### config.mk
export PLATFORM = sky130hd
export DESIGN_NAME = lsd_top
export DESIGN_NICKNAME = d
export VERILOG_FILES = /design/src/hdl/lsd_pkg.sv /design/src/hdl/lsd_clkdiv.sv /design/src/hdl/lsd_top.sv
export SDC_FILE = /design/constraint.sdc
export NUM_CORES = 1
export LEC_CHECK = 0
export BUFFER_PORTS_ARGS = -buffer_cell sky130_fd_sc_hd__buf_2
export CORE_ASPECT_RATIO = 1.4
export CORE_MARGIN = 2
export CORE_UTILIZATION = 50
export CTS_BUF_LIST = sky130_fd_sc_hd__clkbuf_8
export DETAILED_ROUTE_END_ITERATION = 10
export PLACE_DENSITY = 0.77
export SETUP_SLACK_MARGIN = 0.3
export SYNTH_ARGS = -nofsm -noshare
export SYNTH_HDL_FRONTEND = slang
export SYNTH_SLANG_ARGS = --single-unit
export TNS_END_PERCENT = 30
### constraint.sdc
create_clock -name clk -period 2.85 [get_ports clk]
set_input_delay 0.285 -clock clk [delete_from_list [all_inputs] [get_ports clk]]
set_output_delay 0.285 -clock clk [all_outputs]
set_load 0.03 [all_outputs]
### src/hdl/lsd_pkg.sv
// What this block does
// Display RAM takes byte and word accesses
// Scanning starts automatically once display is on
// RAM bit mapping depends on duty
// Lit pixel: common V1/VSS, segment opposite
// Unlit pixel levels per duty mode
// Sub modes: only subclock selection keeps display
// Software picks subclock before sub modes
// Software keeps frame rate in medium speed
// Display runs only when activated in run states
// Standby forces drive supply off
// Standby stops subclock delivery to display
// Module standby gates both clocks, stops display
// Alternation toggles once per frame
// Four-bit clock select chooses operating clock
// Deactivate halts display, supply off, registers kept
// Module clock gate bit, reset value one
`default_nettype none
package lsd_pkg;
  localparam logic [11:0] ADDR_CTRL = 12'h000;
  localparam logic [11:0] ADDR_CTRL2 = 12'h004;
  localparam logic [11:0] ADDR_MSTP = 12'h008;
  localparam logic [11:0] ADDR_STAT = 12'h00C;
  localparam logic [11:0] ADDR_RAM = 12'h100;
  localparam int RAM_WORDS = 8;
  localparam logic [7:0] CTRL_RESET = 8'h00;
  localparam int BIT_SUPPLY = 6;
  localparam int BIT_ACT = 5;
  localparam int BIT_DISP = 4;
  localparam logic [1:0] DUTY_RESET = 2'h0;
  localparam logic MSTP_RESET = 1'b1;
  localparam int SEGS = 32;
  localparam int COMS = 4;

  // Drive level code on each electrode.
  typedef enum logic [1:0] {
    LV_VSS = 2'h0,
    LV_V3 = 2'h1,
    LV_V2 = 2'h2,
    LV_V1 = 2'h3
  } lsd_level_t;

  typedef enum logic [1:0] {
    DUTY_STATIC = 2'h0,
    DUTY_HALF = 2'h1,
    DUTY_THIRD = 2'h2,
    DUTY_QUARTER = 2'h3
  } lsd_duty_t;

  // Chip power state as seen by the display block.
  typedef enum logic [7:0] {
    PM_RESET = 8'h01,
    PM_ACTIVE = 8'h02,
    PM_SLEEP = 8'h04,
    PM_WATCH = 8'h08,
    PM_SUBACT = 8'h10,
    PM_SUBSLEEP = 8'h20,
    PM_STANDBY = 8'h40
  } lsd_pmode_t;

  typedef struct packed {
    logic [11:0] paddr;
    logic psel;
    logic penable;
    logic pwrite;
    logic [31:0] pwdata;
    logic [3:0] pstrb;
  } lsd_apb_req_t;
endpackage
`default_nettype wire

### src/hdl/lsd_clkdiv.sv
`timescale 1ns/1ps
`default_nettype none
module lsd_clkdiv (
  // Clock and reset
  input wire logic clk,
  input wire logic rstn,
  // Clock sources
  input wire logic sys_tick,
  input wire logic sub_tick,
  input wire logic [3:0] opclk_sel,
  // Result
  output logic op_tick
);
  logic [7:0] sys_cnt_q;
  logic [1:0] sub_cnt_q;
  logic sys_hit;
  logic sub_hit;

  always_ff @(posedge clk)
  begin
    if (!rstn)
      sys_cnt_q <= 8'h00;
    else if (sys_tick)
      sys_cnt_q <= sys_cnt_q + 8'h01;
  end

  always_ff @(posedge clk)
  begin
    if (!rstn)
      sub_cnt_q <= 2'h0;
    else if (sub_tick)
      sub_cnt_q <= sub_cnt_q + 2'h1;
  end

  // Divide ratio 2^(n+1) fires when the low n+1 counter bits are all ones.
  always_comb
  begin
    sys_hit = sys_tick && ((sys_cnt_q | ~((8'h02 << opclk_sel[2:0]) - 8'h01)) == 8'hFF);
    unique case (opclk_sel[1:0])
      2'h0: sub_hit = sub_tick;
      2'h1: sub_hit = sub_tick && sub_cnt_q[0];
      default: sub_hit = sub_tick && (sub_cnt_q == 2'h3);
    endcase
    op_tick = opclk_sel[3] ? sys_hit : sub_hit;
  end
endmodule
`default_nettype wire

### src/hdl/lsd_top.sv
// Decided for this implementation: the register offsets and register access over APB.
`timescale 1ns/1ps
`default_nettype none
module lsd_top #(
  parameter int FRAME_DIV = 4
) (
  // Clock and reset
  input wire logic clk,
  input wire logic rstn,
  // APB slave
  input wire lsd_pkg::lsd_apb_req_t apb_req,
  output logic [31:0] prdata,
  output logic pready,
  output logic pslverr,
  // Clock sources and power state
  input wire logic sys_tick,
  input wire logic sub_tick,
  input wire lsd_pkg::lsd_pmode_t pmode,
  // Panel drive
  output lsd_pkg::lsd_level_t [lsd_pkg::COMS-1:0] com_level,
  output lsd_pkg::lsd_level_t [lsd_pkg::SEGS-1:0] seg_level,
  output logic drive_supply_on,
  output logic alternation
);
  logic [7:0] ctrl_q;
  logic [1:0] duty_q;
  logic display_module_clock_gate_q;
  logic [31:0] ram_q [lsd_pkg::RAM_WORDS];
  logic [1:0] com_idx_q;
  logic [7:0] sub_q;
  logic alt_q;
  logic running;
  logic sys_ok;
  logic sub_ok;
  logic op_tick;
  logic raw_tick;
  logic wr_en;
  logic rd_en;
  logic in_ram;
  logic [2:0] ram_idx;
  logic [1:0] com_last;
  logic [31:0] prdata_q;
  logic [31:0] rdata_d;
  logic [31:0] row;

  assign wr_en = apb_req.psel && apb_req.penable && apb_req.pwrite;
  assign rd_en = apb_req.psel && apb_req.penable && !apb_req.pwrite;
  assign in_ram = apb_req.paddr[11:5] == lsd_pkg::ADDR_RAM[11:5];
  assign ram_idx = apb_req.paddr[4:2];
  assign pready = 1'b1;
  assign pslverr = 1'b0;
  assign prdata = prdata_q;

  always_ff @(posedge clk)
  begin
    if (!rstn)
    begin
      ctrl_q <= lsd_pkg::CTRL_RESET;
      duty_q <= lsd_pkg::DUTY_RESET;
      display_module_clock_gate_q <= lsd_pkg::MSTP_RESET;
    end
    else if (wr_en && apb_req.pstrb[0])
    begin
      // Clearing activate leaves every register intact.
      unique case (apb_req.paddr)
        lsd_pkg::ADDR_CTRL: ctrl_q <= apb_req.pwdata[7:0];
        lsd_pkg::ADDR_CTRL2: duty_q <= apb_req.pwdata[1:0];
        lsd_pkg::ADDR_MSTP: display_module_clock_gate_q <= apb_req.pwdata[0];
        default: ;
      endcase
    end
  end

  // Byte lanes let software store bytes, halfwords or words.
  always_ff @(posedge clk)
  begin
    if (wr_en && in_ram)
    begin
      for (int b = 0; b < 4; b++)
      begin
        if (apb_req.pstrb[b])
          ram_q[ram_idx][8*b +: 8] <= apb_req.pwdata[8*b +: 8];
      end
    end
  end

  always_comb
  begin
    rdata_d = 32'h0000_0000;
    if (in_ram)
      rdata_d = ram_q[ram_idx];
    else
      unique case (apb_req.paddr)
        lsd_pkg::ADDR_CTRL: rdata_d = {24'h00_0000, 1'b1, ctrl_q[6:0]};
        lsd_pkg::ADDR_CTRL2: rdata_d = {30'h0000_0000, duty_q};
        lsd_pkg::ADDR_MSTP: rdata_d = {31'h0000_0000, display_module_clock_gate_q};
        lsd_pkg::ADDR_STAT: rdata_d = {28'h000_0000, drive_supply_on, running, alt_q, 1'b0};
        default: rdata_d = 32'h0000_0000;
      endcase
  end

  always_ff @(posedge clk)
  begin
    if (!rstn)
      prdata_q <= 32'h0000_0000;
    else if (apb_req.psel && !apb_req.penable && !apb_req.pwrite)
      prdata_q <= rdata_d;
  end

  // Power gating of the clock sources.
  always_comb
  begin
    sys_ok = pmode == lsd_pkg::PM_ACTIVE || pmode == lsd_pkg::PM_SLEEP;
    sub_ok = pmode != lsd_pkg::PM_STANDBY && pmode != lsd_pkg::PM_RESET;
    sys_ok = sys_ok && display_module_clock_gate_q;
    sub_ok = sub_ok && display_module_clock_gate_q;
    // A selected source that is not delivered halts the display rather than freezing a phase.
    running = ctrl_q[lsd_pkg::BIT_ACT] && sys_ok_run(pmode)
              && (ctrl_q[3] ? sys_ok : sub_ok);
  end

  function automatic logic sys_ok_run(input lsd_pkg::lsd_pmode_t m);
    return m inside {lsd_pkg::PM_ACTIVE, lsd_pkg::PM_SLEEP, lsd_pkg::PM_WATCH,
                     lsd_pkg::PM_SUBACT, lsd_pkg::PM_SUBSLEEP};
  endfunction

  // System clock runs only in active and sleep; sub modes need a subclock selection.
  lsd_clkdiv u_div (
    .clk(clk),
    .rstn(rstn),
    .sys_tick(sys_tick && sys_ok),
    .sub_tick(sub_tick && sub_ok),
    .opclk_sel(ctrl_q[3:0]),
    .op_tick(raw_tick)
  );

  assign op_tick = raw_tick && running && display_module_clock_gate_q;

  assign com_last = duty_q;

  // Scan commons, and flip alternation after the last common of each frame.
  always_ff @(posedge clk)
  begin
    if (!rstn || !running)
    begin
      com_idx_q <= 2'h0;
      sub_q <= 8'h00;
      alt_q <= 1'b0;
    end
    else if (op_tick)
    begin
      if (sub_q == 8'(FRAME_DIV - 1))
      begin
        sub_q <= 8'h00;
        if (com_idx_q == com_last)
        begin
          com_idx_q <= 2'h0;
          alt_q <= ~alt_q;
        end
        else
          com_idx_q <= com_idx_q + 2'h1;
      end
      else
        sub_q <= sub_q + 8'h01;
    end
  end

  assign row = ctrl_q[lsd_pkg::BIT_DISP] ? ram_q[com_idx_q] : 32'h0000_0000;
  assign alternation = alt_q;
  assign drive_supply_on = ctrl_q[lsd_pkg::BIT_SUPPLY] && ctrl_q[lsd_pkg::BIT_ACT]
                           && pmode != lsd_pkg::PM_STANDBY;

  // Drive levels; a halted display grounds every electrode so no bias remains.
  genvar g;
  generate
    for (g = 0; g < lsd_pkg::COMS; g++)
    begin : g_com
      always_ff @(posedge clk)
      begin
        if (!rstn || !running)
          com_level[g] <= lsd_pkg::LV_VSS;
        else if (duty_q == lsd_pkg::DUTY_STATIC || 2'(g) == com_idx_q)
          com_level[g] <= alt_q ? lsd_pkg::LV_VSS : lsd_pkg::LV_V1;
        else if (duty_q == lsd_pkg::DUTY_HALF)
          com_level[g] <= lsd_pkg::LV_V2;
        else
          com_level[g] <= alt_q ? lsd_pkg::LV_V2 : lsd_pkg::LV_V3;
      end
    end
    for (g = 0; g < lsd_pkg::SEGS; g++)
    begin : g_seg
      always_ff @(posedge clk)
      begin
        if (!rstn || !running)
          seg_level[g] <= lsd_pkg::LV_VSS;
        else if (row[g])
          seg_level[g] <= alt_q ? lsd_pkg::LV_V1 : lsd_pkg::LV_VSS;
        else if (duty_q == lsd_pkg::DUTY_STATIC || duty_q == lsd_pkg::DUTY_HALF)
          seg_level[g] <= alt_q ? lsd_pkg::LV_VSS : lsd_pkg::LV_V1;
        else
          seg_level[g] <= alt_q ? lsd_pkg::LV_V3 : lsd_pkg::LV_V2;
      end
    end
  endgenerate
endmodule
`default_nettype wire

# After elaboration in Yosys (flattened, before gate mapping)

Memories as Yosys holds them, arrays and structs flattened. A register that Yosys moved wholly into a read port is not among the register bits.
Index checks and enable logic that the tools add are counted.

Register bits after elaboration: 135
Memory bits (writable): 256
Memories: 1

$add $sub $neg: 5
Equal/unequal tests: 20
Shift-type cells: 1
Muxes and demuxes: 64
Bitwise operators: 3
Reductions and logical operators: 41

Memories:

| memory | words | width | rd ports | clocked after Yosys merged registers in | write ports | line          | text |
|---|---|---|---|---|---|---|---|
| ram_q  | 8     | 32    | 2        | 1                                       | 1           | lsd_top.sv:28 | `logic [31:0] ram_q [lsd_pkg::RAM_WORDS];` |

Operators by type and width:

| cell                                              | count |
|---|---|
| 2-to-1 mux 2 bit                                  | 45 |
| 2-to-1 mux 32 bit                                 | 2 |
| case mux 8 bit (4 select lines)                   | 1 |
| == test 12 x 4 -> 1 bit (second input constant)   | 2 |
| logical AND 1 bit                                 | 20 |
| adder 8 x 1 -> 8 bit (second input constant)      | 2 |
| == test 8 x 2 -> 1 bit (second input constant)    | 2 |
| 2-to-1 mux 1 bit                                  | 14 |
| == test 12 x 3 -> 1 bit (second input constant)   | 1 |
| zero test 12 bit                                  | 1 |
| == test 8 x 3 -> 1 bit (second input constant)    | 1 |
| == test 8 x 4 -> 1 bit (second input constant)    | 1 |
| == test 8 x 5 -> 1 bit (second input constant)    | 1 |
| == test 8 x 6 -> 1 bit (second input constant)    | 1 |
| == test 8 bit (second input constant)             | 1 |
| 2-to-1 mux 8 bit                                  | 1 |
| != test 8 x 1 -> 1 bit (second input constant)    | 1 |
| != test 8 x 7 -> 1 bit (second input constant)    | 1 |
| inverter 8 bit                                    | 1 |
| OR 8 bit                                          | 1 |
| AND reduction 2 bit                               | 4 |
| left shift 2 x 3 -> 8 bit (first input constant)  | 1 |
| subtractor 8 x 1 -> 8 bit (second input constant) | 1 |
| == test 7 x 4 -> 1 bit (second input constant)    | 1 |
| other kinds (13)                                  | 27 |

# Depth between registers and ports, before layout

Depth after elaboration: 12
Mapped depth: 11

# Hierarchy

From an unflattened synthesis, not the netlist that was laid out.

Cells, all modules: 1,081
Area total of the unflattened synthesis: 16,120.5 µm²

By module, submodules not included:

| module     | times used | cells an instance | area an instance (µm²) | seq. area each (µm²) |
|---|---|---|---|---|
| lsd_top    | 1          | 1,010             | 15,479.8               | 10,229.8 |
| lsd_clkdiv | 1          | 71                | 640.6                  | 200.2 |

# Worst setup path before layout

Ideal clock, no wire load.

Kind: register to register
Start point: register ctrl_q[0]
End point: register sub_q[5]
Setup time: 0.067 ns
Data arrival time: 2.301 ns
Slack: 0.482 ns
Cell stages (with the launch flop): 11
Buffers on the path: 2
Period minus slack after synthesis: 2.368 ns
Cells stage by stage: dfxtp_1 buf_6 or3_4 ha_1 or3b_1 a31oi_1 a31oi_1 a32oi_2 buf_6 or4_4 a21oi_2

Word-level cells in the longest chain between the ends: 9
Elaborated cells on any way between the ends: 12
Those cells by class: add/sub: 1; eq/ne: 2; shift: 1; mux: 2; bitwise: 2; reduce/logical: 4

Ends and longest elaborated chain:

| element                          | line             | text |
|---|---|---|
| start: declaration               | lsd_top.sv:25    | `logic [7:0] ctrl_q;` |
| start signal: assignment         | lsd_top.sv:58    | `ctrl_q <= lsd_pkg::CTRL_RESET;` |
| start signal: assignment         | lsd_top.sv:66    | `lsd_pkg::ADDR_CTRL: ctrl_q <= apb_req.pwdata[7:0];` |
| left shift 2 x 3 -> 8 bit        | lsd_clkdiv.sv:38 | `sys_hit = sys_tick && ((sys_cnt_q \| ~((8'h02 << opclk_sel[2:0]) - 8'h01)) == 8'hFF);` |
| subtractor 8 x 1 -> 8 bit        | lsd_clkdiv.sv:38 |  |
| inverter 8 bit                   | lsd_clkdiv.sv:38 |  |
| OR 8 bit                         | lsd_clkdiv.sv:38 |  |
| == test 8 bit                    | lsd_clkdiv.sv:38 |  |
| logical AND 1 bit                | lsd_clkdiv.sv:38 |  |
| 2-to-1 mux 1 bit *               | lsd_clkdiv.sv:44 | `op_tick = opclk_sel[3] ? sys_hit : sub_hit;` |
| logical AND 1 bit * (2 in a row) | lsd_top.sv:137   | `assign op_tick = raw_tick && running && display_module_clock_gate_q;` |
| end signal: assignment           | lsd_top.sv:164   | `sub_q <= sub_q + 8'h01;` |
| end: declaration                 | lsd_top.sv:30    | `logic [7:0] sub_q;` |

Every way passes the cells marked *; elsewhere a longest branch is shown, timed or not.
A chain may end at the register's enable or synchronous reset.

# Worst setup path after layout

Start point: register ctrl_q[0]
End point: register sub_q[2]

Same word-level chain as after synthesis.

==> run summary <==
The flow ran to the end, and the final reports show no timing, DRC or antenna violations. Summing the areas of all fa, ha and maj instances in the mapped netlist gives 0.7695% of the synthesized area. The initial antenna violation count came out at 0.

The deepest level of the CTS H-tree is 2. The clock tree from TritonCTS is built. The worst setup path category is register to register. The most frequent cell on the critical path is sky130_fd_sc_hd__buf_4. The height of the chip is 217.4 microns. The worst setup path is captured at a register. In this run the static leakage power is 7.181 nW. The maximum resistive drop on vdd is 0.0003904 V. In the post-synthesis netlist, the cell with the most instances is sky130_fd_sc_hd__edfxtp_1.

The arrival time of data at the critical path endpoint came out at 3.02 ns. The clock transition at the register clock pins on the worst setup and hold paths after CTS is 0.07 ns. The routability congestion estimate came out at 0.8639. The number of global-route vias before repair came out at 10.53k. The share of total power in the clock network is 39.4%.

Clock skew on the completed layout was measured at 0.02972 ns. The XOR/XNOR share of the synthesized area came out at 0.7002%. With fillers left out, the area of the finished cells amounts to 19280 sq um. The setup TNS came out at 0 ns. The combinational share of power is 4.3%.

The dominant combinational cell family by area after synthesis is multiplexers. The largest area contributor in the netlist is sky130_fd_sc_hd__edfxtp_1. The worst setup path is launched from a register. The switching fraction of total power came out at 21.98%.

Setup repair after global routing could not meet its margin everywhere. In this run the horizontal extent of the chip is 156.4 microns. The post-synthesis area per instance is 14.07 sq um. The number of different library cells in the post-synthesis netlist came out at 60.

The first detailed-routing pass took 5 iterations. Cell internal power was estimated by the tool at 8.404 mW. The final route contains 10.63k vias. The net count of the finished layout is 1476.

CTS placed an instance of sky130_fd_sc_hd__clkbuf_8 at the clock tree root. The setup violation total in the final timing report came out at 0. After floorplanning, the core was divided into 78 placement rows.

The wire length of the first global-routing pass came out at 57.92 mm. The average wire per standard cell is 20.83 microns. By count the netlist is led by sky130_fd_sc_hd__edfxtp_1 (256), sky130_fd_sc_hd__nor2_1 (164), sky130_fd_sc_hd__dfxtp_1 (137). The number of input and output port buffers inserted came out at 168. The post-place setup slack came out at 0.1975 ns.

The routed design has 38.51 mm of wire. The number of nets with antenna violations after routing is 0. For this block, the initial DRC count from the detailed router was 826. The die outline area came out at 34000 sq um.

The final worst-path setup slack came out at 0.3908 ns. The predominant post-synthesis flop cell is sky130_fd_sc_hd__edfxtp_1. The required arrival time at the worst endpoint came out at 3.41 ns. The portion of total power attributed to sequential cells came out at 56.3%. The critical path goes through or3_4 -> ha_2 -> inv_1 -> a222oi_1 -> a31oi_1 -> a32oi_2 -> buf_4 -> buf_4 -> buf_4 -> a2111o_1 -> a21oi_2.

The count of endpoints failing hold in the final timing report is 0. For this run, the top clock speed supported by timing is 0.4066 GHz. Counting flops with an async set or reset pin after synthesis yields a share of 0%. Power spread over the standard cell area amounts to 558.8 nW/um^2. The overflow left after global routing is 0. The stage delay of the slowest cell on the critical path is 0.39 ns. The HPWL after detailed placement is 26.81 mm. Summing the areas of all compound-gate instances in the mapped netlist gives 5.925% of the synthesized area.

The number of antenna repair diodes is 0. The number of buffer and inverter instances along the worst setup path is 4. The final worst-path cycle share is 86.29%.

The core region is 32210 sq um. The top-level port count is 171. The area fraction in and, or, nand and nor cells after synthesis came out at 10.19%. The reported net switching power is 2.367 mW. The post-synth design cell area came out at 16260 sq um.

In the post-synthesis netlist, the biggest area contributors are sky130_fd_sc_hd__edfxtp_1 (47%), sky130_fd_sc_hd__dfxtp_1 (17%), sky130_fd_sc_hd__mux4_2 (13%). The DRC violations left came out at 0. The number of clock sinks seen by CTS is 393. Max-cap violations in this run came to 0. The actual transition at the worst max-transition pin came out at 1.151 ns. In the global route stage, overall resource usage came out at 22.56%. The cell count after synthesis is 1156. The number of fillers in the final layout is 2469.

The end-of-flow core utilization is 59.85%. The placed standard-cell area is 17780 sq um. The area added between synthesis and finish came out at 18.54%. The number of max-slew violations in the final report is 0. The area share of the leading cell type in the synthesized netlist came out at 47.28%. The starting utilization of the core area is 50.49%. The clock tree buffer depth came out at 3. For the worst-skew pair, the clock arrives at the later sink with an insertion delay of 0.63 ns. The Yosys warning count is 0. Entering global routing, the biggest net connects 55 pins. In this run the tightest slew margin relative to its limit is 23.26%. The number of synthesized register bits came out at 393.

In the final layout, the share of cells above drive strength 1 is 30.16%. The largest fanout of any net on the critical path came out at 8. The number of flops mapped to enable cells by yosys is 256. Synthesis produced a netlist with a net count of 1229. The sequential share of the synthesized area is 64.14%. The worst-path cell with the longest stage delay is sky130_fd_sc_hd__or3_4. The multiplexer fraction of the synthesized cell area is 15.99%. The final critical delay including setup and external delays came out at 2.459 ns. The ratio of routed vias to standard cells is 5.750. The clock buffer count from CTS is 56. The tightest min-delay check is of the input pin to register type.

Power comes to 10.77 mW. Grouping stages by cell kind, the critical path spends the most delay in compound AO/OA/AOI/OAI gates.
-- metrics by stage --
stage | hold slack [ns] | instances
3_3_place_gp | 0.4806 | 1706
2_1_floorplan | 0.3839 | 1156
3_5_place_dp | 0.4896 | 1706
5_1_grt | 0.02457 | 1849
6_report | 0.03960 | 1849
4_1_cts | 0.01352 | 1840
-- power groups by stage --
stage / Sequential, mW / Combinational, mW / Clock (mW)
4_1_cts: 6.07 / 0.458 / 4.33
5_1_grt: 6.06 / 0.495 / 4.57
2_1_floorplan: 6.20 / 0.226 / 0
3_5_place_dp: 6.19 / 0.423 / 0
6_report: 6.07 / 0.463 / 4.24
3_3_place_gp: 6.19 / 0.415 / 0
-- flip-flops by register name, summed over array words and instances (netlist names), named ones only --
register / count
u_div.sys_cnt_q: 8
display_module_clock_gate_q: 1
com_last: 2
ctrl_q: 7
seg_level: 64
sub_q: 8
com_level: 8
prdata: 32
com_idx_q: 2
alternation: 1
ram_q: 256
u_div.sub_cnt_q: 2
-- path summary, 6_finish.rpt --
kind | to | from | slack [ns] | depth (start not counted)
max | sub_q[2]$_SDFFE_PP0N_ | ctrl_q[0]$_SDFFE_PN0P_ | 0.39 | 11
min | ram_q[1][1]$_DFFE_PP_ | apb_req[5] | 0.04 | 1
max reg2reg | sub_q[2]$_SDFFE_PP0N_ | ctrl_q[0]$_SDFFE_PN0P_ | 0.39 | 11
min reg2reg | prdata[6]$_SDFFE_PN0P_ | prdata[6]$_SDFFE_PN0P_ | 0.50 | 2
-- layer usage --
metal  wire (microns)  GRT usage [%]  vias to the layer above
li1                 -              -                     4834
met1            14200          26.17                     5262
met2            19950          39.74                      449
met3             2939          5.137                       86
met4             1426          10.15                        0
met5                0              0                        -
-- kinds of logic (layout without fill, tap and decap cells) --
| kind of cell | Yosys count | in the layout |
|---|---|---|
| DFF | 393 | 393 |
| and+or+nand+nor | 355 | 355 |
| AOI/OAI and AO/OA | 158 | 158 |
| muxes | 139 | 139 |
| buffers and inverters | 86 | 379 |
| xor gates and xnor gates | 13 | 13 |
| adders and majority gates | 10 | 10 |
| other | 2 | 2 |
-- repair_timing --
| action | 4_1_cts | 5_1_grt |
|---|---|---|
| resized for setup | 5 | 11 |
| gates cloned | 0 | 1 |
| hold buffers | 30 | 0 |
| buffers inserted | 0 | 8 |
| pin swaps | 1 | 8 |
| endpoints found under the hold margin | 240 | 0 |
| endpoints found under the setup margin | 7 | 6 |
-- layout make-up --
type / instances / area [sq um] / area share (%)
flip-flops and latches: 393 / 10440 / 54.16
multi-input cells: 677 / 5497 / 28.51
repair buffers: 265 / 1713 / 8.886
clock buffers: 63 / 867.1 / 4.498
well taps: 400 / 500.5 / 2.596
clock inverters: 41 / 221.5 / 1.149
inverters: 10 / 37.54 / 0.1947
-- cells in the final DEF, fill, tap and decap left out, drive strengths merged, types with 4 or more instances in the layout --
cell and instances:
edfxtp 256, buf 235, nor2 164, dfxtp 137, mux4 96, nand2 76
clkbuf 63, a21oi 52, o21ai 49, mux2i 37, and2 33, a211oi 32
dlygate4sd3 30, inv 30, clkinv 19, nor2b 16, nand3 14, ha 10
xor2 8, nor3 7, mux2 6, nand4 5, and3 5, xnor2 5
or3 5, or4 5, nand3b 4, o211ai 4, nor3b 4, a221oi 4
(Power assumes the default switching activity.)
